## config.mk

```make
export PLATFORM = sky130hd
export DESIGN_NAME = slr_irq_logic
export DESIGN_NICKNAME = d
export VERILOG_FILES = /design/src/slr_pkg.sv /design/src/slr_ilas_check.sv /design/src/slr_irq_logic.sv
export VERILOG_INCLUDE_DIRS = /design/src /design/src/src
export SDC_FILE = /design/constraint.sdc
export NUM_CORES = 1
export LEC_CHECK = 0
export BUFFER_PORTS_ARGS = -buffer_cell sky130_fd_sc_hd__buf_2
export CORE_AREA = 2 2 166 168
export DETAILED_ROUTE_END_ITERATION = 8
export DIE_AREA = 0 0 168 170
export PLACE_DENSITY_LB_ADDON = 0.15
export SLEW_MARGIN = 20
export SYNTH_ARGS = -nofsm -noshare
export SYNTH_HDL_FRONTEND = slang
export SYNTH_HIERARCHICAL = 1
export SYNTH_SLANG_ARGS = --single-unit
```

## constraint.sdc

```tcl
create_clock -name clk -period 6.43 [get_ports clk]
set_input_delay 0 -clock clk [delete_from_list [all_inputs] [get_ports clk]]
set_output_delay 0 -clock clk [all_outputs]
set_load 0.02 [all_outputs]
```

## src/slr_consts.svh

```systemverilog
/*
 * Offsets, bit positions, reset values and sequence indices of the receive-link
 * interrupt block. Assumes it is included by bare name, once or more.
 */
`ifndef SLR_CONSTS_SVH
`define SLR_CONSTS_SVH

// ----------------------------------------------------------------
// register offsets
// ----------------------------------------------------------------
`define SLR_ADDR_MASK_A 12'h4B8
`define SLR_ADDR_MASK_B 12'h4B9
`define SLR_ADDR_FLAGS_A 12'h4BA
`define SLR_ADDR_FLAGS_B 12'h4BB

// ----------------------------------------------------------------
// field positions and reset values
// ----------------------------------------------------------------
`define SLR_BIT_DISPARITY 7
`define SLR_BIT_INVALID 6
`define SLR_BIT_STRAY 5
`define SLR_BIT_DESKEW 4
`define SLR_BIT_LANE_SYNC 3
`define SLR_BIT_CHECKSUM 2
`define SLR_BIT_FRAME_SYNC 1
`define SLR_BIT_CGS 0
`define SLR_BIT_MISMATCH 0
`define SLR_RESET_BYTE 8'h00

// ----------------------------------------------------------------
// alignment sequence layout
// ----------------------------------------------------------------
`define SLR_ILAS_LAST_IDX 4'hD
`define SLR_ILAS_CKS_IDX 4'hD
`define SLR_CHECK_LANE 3'h0

`endif

```

## src/slr_pkg.sv

```systemverilog
/*
 * Types of the receive-link interrupt block.
 * Assumes slr_consts.svh is compiled alongside.
 */
package slr_pkg;

    // one octet of the alignment sequence, tagged with lane and position
    typedef struct packed {
        logic valid;
        logic [2:0] lane;
        logic [3:0] index;
        logic [7:0] data;
    } slr_ilas_octet_t;

    // per-lane sync and deskew status, one bit per lane
    typedef struct packed {
        logic [7:0] cgs;
        logic [7:0] frame_sync;
        logic [7:0] lane_sync;
        logic [7:0] deskew;
    } slr_lane_stat_t;

    // per-lane error counts, one byte per lane
    typedef struct packed {
        logic [7:0][7:0] disparity;
        logic [7:0][7:0] invalid;
        logic [7:0][7:0] stray;
    } slr_lane_cnt_t;

    // programmed link parameters, octet 0 first
    typedef logic [13:0][7:0] slr_params_t;

endpackage

```

## src/slr_ilas_check.sv

```systemverilog
/*
 * Alignment-sequence checker for one lane: running checksum and
 * comparison against programmed parameters.
 * Assumes octets arrive in index order 0..13, one per valid cycle.
 */
`timescale 1ns/100ps
`default_nettype none

module slr_ilas_check
(
    // clock and reset
    input wire logic clk,
    input wire logic resetn,
    // received octets of the checked lane
    input wire logic octet_valid,
    input wire logic [3:0] octet_index,
    input wire logic [7:0] octet_data,
    // programmed parameters
    input wire slr_pkg::slr_params_t cfg_params,
    // results, one-cycle pulses after the last octet
    output logic checksum_bad,
    output logic mismatch
);
    import slr_pkg::*;
    `include "slr_consts.svh"

    logic [7:0] sum_reg;
    logic [7:0] sum_next;
    logic diff_reg;
    logic diff_next;
    logic cks_bad_reg;
    logic mis_reg;
    wire first_w = octet_valid && (octet_index == 4'h0);
    wire last_w = octet_valid && (octet_index == `SLR_ILAS_LAST_IDX);
    wire is_cks_w = (octet_index == `SLR_ILAS_CKS_IDX);
    wire [7:0] base_sum_w = first_w ? 8'h00 : sum_reg;
    wire base_diff_w = first_w ? 1'b0 : diff_reg;
    wire octet_diff_w = (octet_data != cfg_params[octet_index]);

    assign sum_next = (octet_valid && !is_cks_w) ? (base_sum_w + octet_data) : sum_reg;
    assign diff_next = octet_valid ? (base_diff_w | octet_diff_w) : diff_reg;

    always_ff @(posedge clk or negedge resetn) begin
        if (!resetn) begin
            sum_reg <= 8'h00;
            diff_reg <= 1'b0;
            cks_bad_reg <= 1'b0;
            mis_reg <= 1'b0;
        end else begin
            sum_reg <= sum_next;
            diff_reg <= diff_next;
            cks_bad_reg <= last_w && (octet_data != sum_reg);
            mis_reg <= last_w && diff_next;
        end
    end

    assign checksum_bad = cks_bad_reg;
    assign mismatch = mis_reg;

endmodule

`default_nettype wire

```

## src/slr_irq_logic.sv

```systemverilog
/*
 * Receive-link interrupt enables and flags with their register access.
 * Assumes a configuration-port slave outside delivers byte reads and
 * writes synchronous to clk, and that lane status, error counts and
 * alignment octets come from the deserializer on the same clock.
 */
`timescale 1ns/100ps
`default_nettype none

module slr_irq_logic
(
    // clock and reset
    input wire logic clk,
    input wire logic resetn,
    // register access from the configuration port
    input wire logic [11:0] reg_addr,
    input wire logic reg_wr,
    input wire logic [7:0] reg_wdata,
    input wire logic reg_rd,
    output logic [7:0] reg_rdata,
    // link status from the deserializer
    input wire slr_pkg::slr_lane_stat_t lane_stat,
    input wire slr_pkg::slr_lane_cnt_t lane_cnt,
    input wire logic [7:0] error_count_threshold,
    input wire slr_pkg::slr_ilas_octet_t ilas_octet,
    // programmed link parameters
    input wire slr_pkg::slr_params_t cfg_params,
    // per-lane error status and interrupt request
    output logic [7:0] disparity_status,
    output logic [7:0] invalid_status,
    output logic [7:0] stray_status,
    output logic irq
);
    import slr_pkg::*;
    `include "slr_consts.svh"

    // ----------------------------------------------------------------
    // per-lane error status
    // ----------------------------------------------------------------
    logic [7:0] disp_w;
    logic [7:0] inv_w;
    logic [7:0] stray_w;

    genvar ln;
    generate
        for (ln = 0; ln < 8; ln = ln + 1) begin : g_lane
            assign disp_w[ln] = (lane_cnt.disparity[ln] >= error_count_threshold);
            assign inv_w[ln] = (lane_cnt.invalid[ln] >= error_count_threshold);
            assign stray_w[ln] = (lane_cnt.stray[ln] >= error_count_threshold);
        end
    endgenerate

    // ----------------------------------------------------------------
    // event detection
    // ----------------------------------------------------------------
    logic [7:0] disp_q;
    logic [7:0] inv_q;
    logic [7:0] stray_q;
    slr_lane_stat_t stat_q;
    logic cks_bad_w;
    logic mismatch_w;

    // only lane 0 reaches the checker
    wire lane0_valid_w = ilas_octet.valid && (ilas_octet.lane == `SLR_CHECK_LANE);

    slr_ilas_check i_slr_ilas_check (
        .clk(clk),
        .resetn(resetn),
        .octet_valid(lane0_valid_w),
        .octet_index(ilas_octet.index),
        .octet_data(ilas_octet.data),
        .cfg_params(cfg_params),
        .checksum_bad(cks_bad_w),
        .mismatch(mismatch_w)
    );

    // error counters fire on crossing the threshold, sync bits on loss
    wire evt_disp_w = |(disp_w & ~disp_q);
    wire evt_inv_w = |(inv_w & ~inv_q);
    wire evt_stray_w = |(stray_w & ~stray_q);
    wire evt_deskew_w = |(stat_q.deskew & ~lane_stat.deskew);
    wire evt_lsync_w = |(stat_q.lane_sync & ~lane_stat.lane_sync);
    wire evt_fsync_w = |(stat_q.frame_sync & ~lane_stat.frame_sync);
    wire evt_cgs_w = |(stat_q.cgs & ~lane_stat.cgs);

    logic [7:0] evt_a_w;
    assign evt_a_w[`SLR_BIT_DISPARITY] = evt_disp_w;
    assign evt_a_w[`SLR_BIT_INVALID] = evt_inv_w;
    assign evt_a_w[`SLR_BIT_STRAY] = evt_stray_w;
    assign evt_a_w[`SLR_BIT_DESKEW] = evt_deskew_w;
    assign evt_a_w[`SLR_BIT_LANE_SYNC] = evt_lsync_w;
    assign evt_a_w[`SLR_BIT_CHECKSUM] = cks_bad_w;
    assign evt_a_w[`SLR_BIT_FRAME_SYNC] = evt_fsync_w;
    assign evt_a_w[`SLR_BIT_CGS] = evt_cgs_w;

    // ----------------------------------------------------------------
    // registers
    // ----------------------------------------------------------------
    logic [7:0] mask_a_reg;
    logic mask_b_reg;
    logic [7:0] flags_a_reg;
    logic [7:0] flags_a_next;
    logic flags_b_reg;
    logic flags_b_next;
    logic [7:0] rdata_reg;

    wire hit_mask_a_w = (reg_addr == `SLR_ADDR_MASK_A);
    wire hit_mask_b_w = (reg_addr == `SLR_ADDR_MASK_B);
    wire hit_flags_a_w = (reg_addr == `SLR_ADDR_FLAGS_A);
    wire hit_flags_b_w = (reg_addr == `SLR_ADDR_FLAGS_B);
    wire [7:0] clr_a_w = (reg_wr && hit_flags_a_w) ? reg_wdata : 8'h00;
    wire clr_b_w = reg_wr && hit_flags_b_w && reg_wdata[`SLR_BIT_MISMATCH];

    // write one clears, a new event wins
    assign flags_a_next = (flags_a_reg & ~clr_a_w) | evt_a_w;
    assign flags_b_next = (flags_b_reg & ~clr_b_w) | mismatch_w;

    wire [7:0] rd_mux_w = hit_mask_a_w ? mask_a_reg :
                          hit_mask_b_w ? {7'h00, mask_b_reg} :
                          hit_flags_a_w ? flags_a_reg :
                          hit_flags_b_w ? {7'h00, flags_b_reg} :
                          8'h00;

    // error status history: a flag marks the crossing, not every cycle above
    always_ff @(posedge clk or negedge resetn) begin
        if (!resetn) begin
            disp_q <= 8'h00;
            inv_q <= 8'h00;
            stray_q <= 8'h00;
        end else begin
            disp_q <= disp_w;
            inv_q <= inv_w;
            stray_q <= stray_w;
        end
    end

    // resets to all-lost so a link already up at release raises no false loss
    always_ff @(posedge clk or negedge resetn) begin
        if (!resetn) begin
            stat_q <= '0;
        end else begin
            stat_q <= lane_stat;
        end
    end

    wire wr_mask_a_w = reg_wr && hit_mask_a_w;
    wire wr_mask_b_w = reg_wr && hit_mask_b_w;

    // mask A: plain read/write byte
    always_ff @(posedge clk or negedge resetn) begin
        if (!resetn) begin
            mask_a_reg <= `SLR_RESET_BYTE;
        end else if (wr_mask_a_w) begin
            mask_a_reg <= reg_wdata;
        end
    end

    // mask B: only bit 0 is stored, so upper bits can never read back set
    always_ff @(posedge clk or negedge resetn) begin
        if (!resetn) begin
            mask_b_reg <= 1'b0;
        end else if (wr_mask_b_w) begin
            mask_b_reg <= reg_wdata[`SLR_BIT_MISMATCH];
        end
    end

    // flags A: events keep landing even while masked
    always_ff @(posedge clk or negedge resetn) begin
        if (!resetn) begin
            flags_a_reg <= `SLR_RESET_BYTE;
        end else begin
            flags_a_reg <= flags_a_next;
        end
    end

    // flag B: single stored bit
    always_ff @(posedge clk or negedge resetn) begin
        if (!resetn) begin
            flags_b_reg <= 1'b0;
        end else begin
            flags_b_reg <= flags_b_next;
        end
    end

    // read data holds between reads so the port may fetch it late
    always_ff @(posedge clk or negedge resetn) begin
        if (!resetn) begin
            rdata_reg <= `SLR_RESET_BYTE;
        end else if (reg_rd) begin
            rdata_reg <= rd_mux_w;
        end
    end

    // ----------------------------------------------------------------
    // outputs
    // ----------------------------------------------------------------
    // masked flags gate the request
    assign irq = (|(flags_a_reg & mask_a_reg)) | (flags_b_reg & mask_b_reg);
    assign reg_rdata = rdata_reg;
    assign disparity_status = disp_q;
    assign invalid_status = inv_q;
    assign stray_status = stray_q;

endmodule

`default_nettype wire

```

### Word-level counts from Yosys, hierarchy flattened

Cells that the tools add are included.

| word-level totals | value |
|---|---|
| flip-flop bits (word level) | 93 |
| logic and storage cells | 105 |
| output and inout bits | 33 |

| operators by class | value |
|---|---|
| reduce and logical (&&, ||, !) cells | 22 |
| bitwise logic cells | 24 |
| magnitude comparators | 25 |
| muxes and demuxes | 10 |
| equality and inequality tests | 7 |
| $add $sub $neg | 1 |

Operators by type and width:

| operator | count |
|---|---|
| $ge 8x8->1 | 24 |
| $and 8x8->8 | 9 |
| $not 8->8 | 8 |
| $reduce_or 8->1 | 8 |
| $eq 12x11->1 const B | 4 |
| $mux 8 | 6 |
| $bmux 8 s4 | 1 |
| $ne 8x8->1 | 2 |
| $logic_and 1x1->1 | 11 |
| $add 8x8->8 | 1 |
| $or 8x8->8 | 1 |
| $lt 4x5->1 const B | 1 |
| $eq 4x4->1 const B | 1 |
| $logic_not 4->1 | 1 |
| $logic_not 3->1 | 1 |
| $mux 1 | 3 |
| $or 1x1->1 | 3 |
| $and 1x1->1 | 2 |
| $logic_not 1->1 | 1 |
| $not 1->1 | 1 |

### Depth between registers and ports, before layout

| logic depth | value |
|---|---|
| depth in word-level cells | 7 |
| mapped depth | 16 |
| gate-level depth less buffers | 13 |

### By module

The synthesis kept the hierarchy.

Modules (own cells, without submodules):

| module | area each (um^2) | instances | cells each |
|---|---|---|---|
| slr_irq_logic | 7179.4 | 1 | 745 |
| slr_ilas_check | 2037.0 | 1 | 206 |

### Worst setup path after synthesis

OpenSTA, ideal clock, no wires.

| timing path | value |
|---|---|
| kind | input to register |
| start point | input ilas_octet[8] (netlist bit) |
| end point | register i_slr_ilas_check.sum_reg[7] |
| data required time | 6.297 ns |
| library setup time | 0.133 ns |
| data arrival time | 2.786 ns |
| path slack | 3.511 ns |
| stages | 15 |
| path buffers | 3 |
| cells stage by stage | buf_6 > buf_12 > buf_2 > nor4_1 > nand2_1 > nand2_1 > inv_1 > ha_1 > a21o_1 > a21oi_1 > o21bai_1 > a2111oi_0 > nor3b_1 > o41ai_1 > a21oi_1 |

| on the way | value |
|---|---|
| word-level cells in the longest chain between the ends | 4 |
| elaborated cells between the ends (all ways) | 7 |
| those cells by class | add/sub (1); eq/ne (1); mux (1); reduce/logical (4) |

RTL lines:

| what | line | source |
|---|---|---|
| from (decl) | slr_irq_logic.sv:25 | `input wire slr_pkg::slr_ilas_octet_t ilas_octet,` |
| $logic_not 4->1 | slr_ilas_check.sv:33 | `wire first_w = octet_valid && (octet_index == 4'h0);` |
| $logic_and 1x1->1 | slr_ilas_check.sv:33 |  |
| $mux 8 | slr_ilas_check.sv:36 | `wire [7:0] base_sum_w = first_w ? 8'h00 : sum_reg;` |
| $add 8x8->8 | slr_ilas_check.sv:40 | `assign sum_next = (octet_valid && !is_cks_w) ? (base_sum_w + octet_data) : sum_reg;` |
| to (signal assigned) | slr_ilas_check.sv:50 | `sum_reg <= sum_next;` |
| to (decl) | slr_ilas_check.sv:27 | `logic [7:0] sum_reg;` |

Several ways; a longest one is shown, not always the timed one.
A chain may end at the register's enable or synchronous reset.

### Worst setup path in the final report

| timing path | value |
|---|---|
| start point | input ilas_octet[13] (netlist bit) |
| end point | register i_slr_ilas_check.sum_reg[7] |

| on the way | value |
|---|---|
| word-level cells in the longest chain between the ends | 5 |
| elaborated cells between the ends (all ways) | 6 |
| those cells by class | add/sub (1); mux (1); reduce/logical (4) |

RTL lines:

| what | line | source |
|---|---|---|
| $logic_not 3->1 (no source line) * | -- |  |
| $logic_and 1x1->1 * | slr_irq_logic.sv:64 | `` wire lane0_valid_w = ilas_octet.valid && (ilas_octet.lane == `SLR_CHECK_LANE); `` |
| net lane0_valid_w | slr_irq_logic.sv:64 |  |
| $logic_and 1x1->1 | slr_ilas_check.sv:33 |  |
| $mux 8 | slr_ilas_check.sv:36 |  |
| $add 8x8->8 | slr_ilas_check.sv:40 |  |

Mark *: on every way through the listed nets, which the timed path passes. The rest lies on a longest branch.

==> metrics.txt <==
pre-CTS setup slack approximately 3.0 ns; Seq pwr share 0.339; Commonest cells post-synth ha_1 (199), inv_1 (96), dfrtp_1 (93); number of global-route vias before repair 9,243; Post-DP HPWL 25.91 mm; clock share of power 0.274; Crit-path slowest cell nor4b_1; die width 168 um; die height 170 um; H-tree levels 3; HP Class input pin to flip-flop; Layout Cells excl Fill between 1,500 and 2,000; Max Fclk 320.1 MHz; Nets about 2,000; Max Clock Skew between 0.004 and 0.005 ns; Worst Path Buf+Inv 2; largest net degree at the start of global routing 53; unrepaired setup endpoints after global routing false; max incr delay on CP 0.68 ns; VDD IR max 130.5 uV; Worst-Skew Late Latency ~0.35 ns; Rel. slew slack 0.4803; number of buffers added on ports 416; TritonCTS clock tree built; met1 usage 0.2571; Final min period 3.124 ns; Post-Syn Area 9216 um^2; async set or reset register ratio after synthesis 1.000; setup tns final 0 ns; Largest register FFs 32; Area Growth Syn to Fin 35.28%; area of the multi-input gates 6429 um^2; Area contributors post-synth ha_1 (27%), dfrtp_1 (25%), inv_1 (3.9%); DRC 0; crit path DAT between 3 and 4 ns; first-pass GRT wire length a little under 50 mm; Crit path required time 6.66 ns; outcome finished clean; FF/Latch Area 2327 um^2; initial core utilization 0.3458; Yosys top cell area share 0.2702; Yosys Warn Count 6; Synth area leader ha_1; initial antenna violation count 11; final setup fails 0; Core Area between 20,000 and 30,000 um^2; Clock Root Buffer clkbuf_16; drt pass-1 iters 6; Static Leak 6.530 nW; crit path kind input pin to flip-flop; Worst Setup End Kind flip-flop; FILL cells between 2,000 and 3,000; crit share post-route 0.4859; Overall Global Routing Usage 0.2226; Worst Hold Margin 0.03014 ns; mean routed wirelength per cell 17.91 um; CP delay by family, top compound AO/OA/AOI/OAI gates; flops & latches, synth 93; net switching power figure a little over 700 uW; Net Sw Frac 0.3558; Sink Count 93; Logic pwr share 0.386; Seq/Total Area, Yosys 0.2525; max-cap viol count 0; Post-synth EDFFs 0; Fin. Hold Viols 0; Antenna Violating Nets Remaining 0; io pins about 420; Reg clk slew, reported paths approximately 0.070 ns; pwr dens 161.4 nW/um^2; drt total wl 31.72 mm; setup ws final 3.306 ns; gpl congestion 0.8507; startpoint types input pin; GRT Max-Usage Layer met2; syn_area_per_cell between 9 and 10 um^2; met3 Use GR 0.03651; Biggest register stat_q; Slew Limit Fails 0; routed vias about 8,900; Syn Inst Count 951; dpl cells 1,700; layout cell share with drive strength beyond 1 0.3418; count leader, synth ha_1; CTS Buffer Depth 2; Slew @ Worst Pin 0.7600 ns; total gr overflow 0; die area 28,560 um^2; total CTS buffers 9; via density per instance 5.015; Distinct cells, synth 71; critical-path cell list buf_2, nor4b_1, nand2_1, nand2_1, inv_1, ha_1, a21o_1, a21oi_1, o21bai_1, a2111oi_0, nor3b_1, o41ai_1, a21oi_1; met2 usage 0.4138; dominant synthesized flop cell dfrtp_1; std cell rows 60; Pint 1.296 mW; CP Max Fanout 9; Detailed Route Iter0 Violations roughly 240; syn nets 1,535
worst paths after layout:
path | startpoint | to | slack [ns] | cells after the start
max reg2reg | i_slr_ilas_check/sum_reg[1] | i_slr_ilas_check/sum_reg[7] | 3.81 | 10
min | lane_cnt[159] | disparity_status[3] | 0.03 | 4
max in group asynchronous | resetn | stat_q[1] | 5.16 | 3
min reg2reg | i_slr_ilas_check/checksum_bad | flags_a_reg[2] | 0.43 | 1
min in group asynchronous | resetn | stat_q[14] | 0.24 | 2
max | ilas_octet[13] | i_slr_ilas_check/sum_reg[7] | 3.31 | 13
worst register-to-register path: cells and delay by family (launching register included):
| family | cells | cell delay (ns) |
|---|---|---|
| adder cells (fa/ha/maj) | 1 | 0.27 |
| AO/OA/AOI/OAI | 6 | 1.49 |
| AND/OR/NAND/NOR | 2 | 0.27 |
| buffers and inverters | 1 | 0.06 |
| flip-flops | 1 | 0.42 |
layer usage:
metal  vias up  wire length [um]  part of all wire
met5         -                 0                 0
met2       280             16400              0.52
met1      4062             13050              0.41
met3        41              1501             0.047
li1       4499                 -                 -
met4         0               774             0.024
cells in the final DEF (no fill, tap or decap), types with 5 or more instances in the layout:
cell type / netlist / layout
nor3_1: 13 / 13
mux2_2: 14 / 14
nand3_1: 17 / 17
nand2_1: 58 / 58
nand4_1: 18 / 18
dfrtp_1: 93 / 93
a22oi_1: 12 / 12
o21a_1: 18 / 18
a21oi_1: 71 / 71
diode_2: 0 / 11
o21bai_1: 7 / 7
or3_1: 6 / 6
dlygate4sd3_1: 0 / 44
mux4_2: 12 / 12
o21ai_0: 43 / 43
nor2_1: 40 / 40
and2_1: 8 / 8
a211o_1: 9 / 9
nor2b_1: 8 / 8
o22ai_1: 11 / 11
a211oi_1: 7 / 7
ha_1: 199 / 199
xor2_1: 18 / 18
buf_4: 0 / 10
mux2i_1: 13 / 13
clkbuf_16: 0 / 9
a21o_1: 13 / 13
inv_1: 96 / 96
nor4_1: 7 / 7
xnor2_1: 18 / 18
buf_2: 4 / 415
a2111oi_0: 10 / 10
a221oi_1: 5 / 5
mux4_1: 9 / 9
nand2b_1: 21 / 21
final cells by class:
class | instances | area share
multi-input combinational | 745 | 0.5156
timing repair buffer | 469 | 0.2079
sequential | 93 | 0.1867
tap | 341 | 0.03422
inverter | 96 | 0.02890
clock buffer | 9 | 0.01806
clock inverter | 7 | 0.006422
antenna | 11 | 0.002208
what timing repair did:
item / in CTS / in global routing
hold buffers: 44 / 0
buffers inserted: 0 / 0
hold endpoints to repair: 101 / 0
gates resized for setup: 0 / 0
cells by family after synthesis:
family / after synthesis / synth area share
AND/OR/NAND/NOR: 218 / 0.1282
buffers and inverters: 113 / 0.04996
multiplexers: 48 / 0.08621
AO/OA/AOI/OAI: 243 / 0.1766
XOR/XNOR: 36 / 0.03421
adder cells (fa/ha/maj): 200 / 0.2723
flip-flops: 93 / 0.2525
per-stage QoR:
stage / total power [mW] / area [um^2] / util
3_5_place_dp: 1.453 / 11700 / 0.4388
6_report: 2.012 / 12470 / 0.4678
2_1_floorplan: 1.159 / 9216 / -
5_1_grt: 2.168 / 12470 / 0.4678
3_3_place_gp: 1.439 / 11700 / 0.4388
4_1_cts: 2.042 / 12440 / 0.4668
power by group through the flow:
stage                     registers (mW)  logic, mW  clock network (mW)
after floorplan                    0.712      0.447                   0
after global placement             0.693      0.746                   0
after detailed placement           0.693      0.760                   0
after CTS                          0.683      0.787               0.573
after global routing               0.691      0.886               0.591
final                              0.683      0.778               0.552
Note: power is estimated with default switching activity, not from simulation.
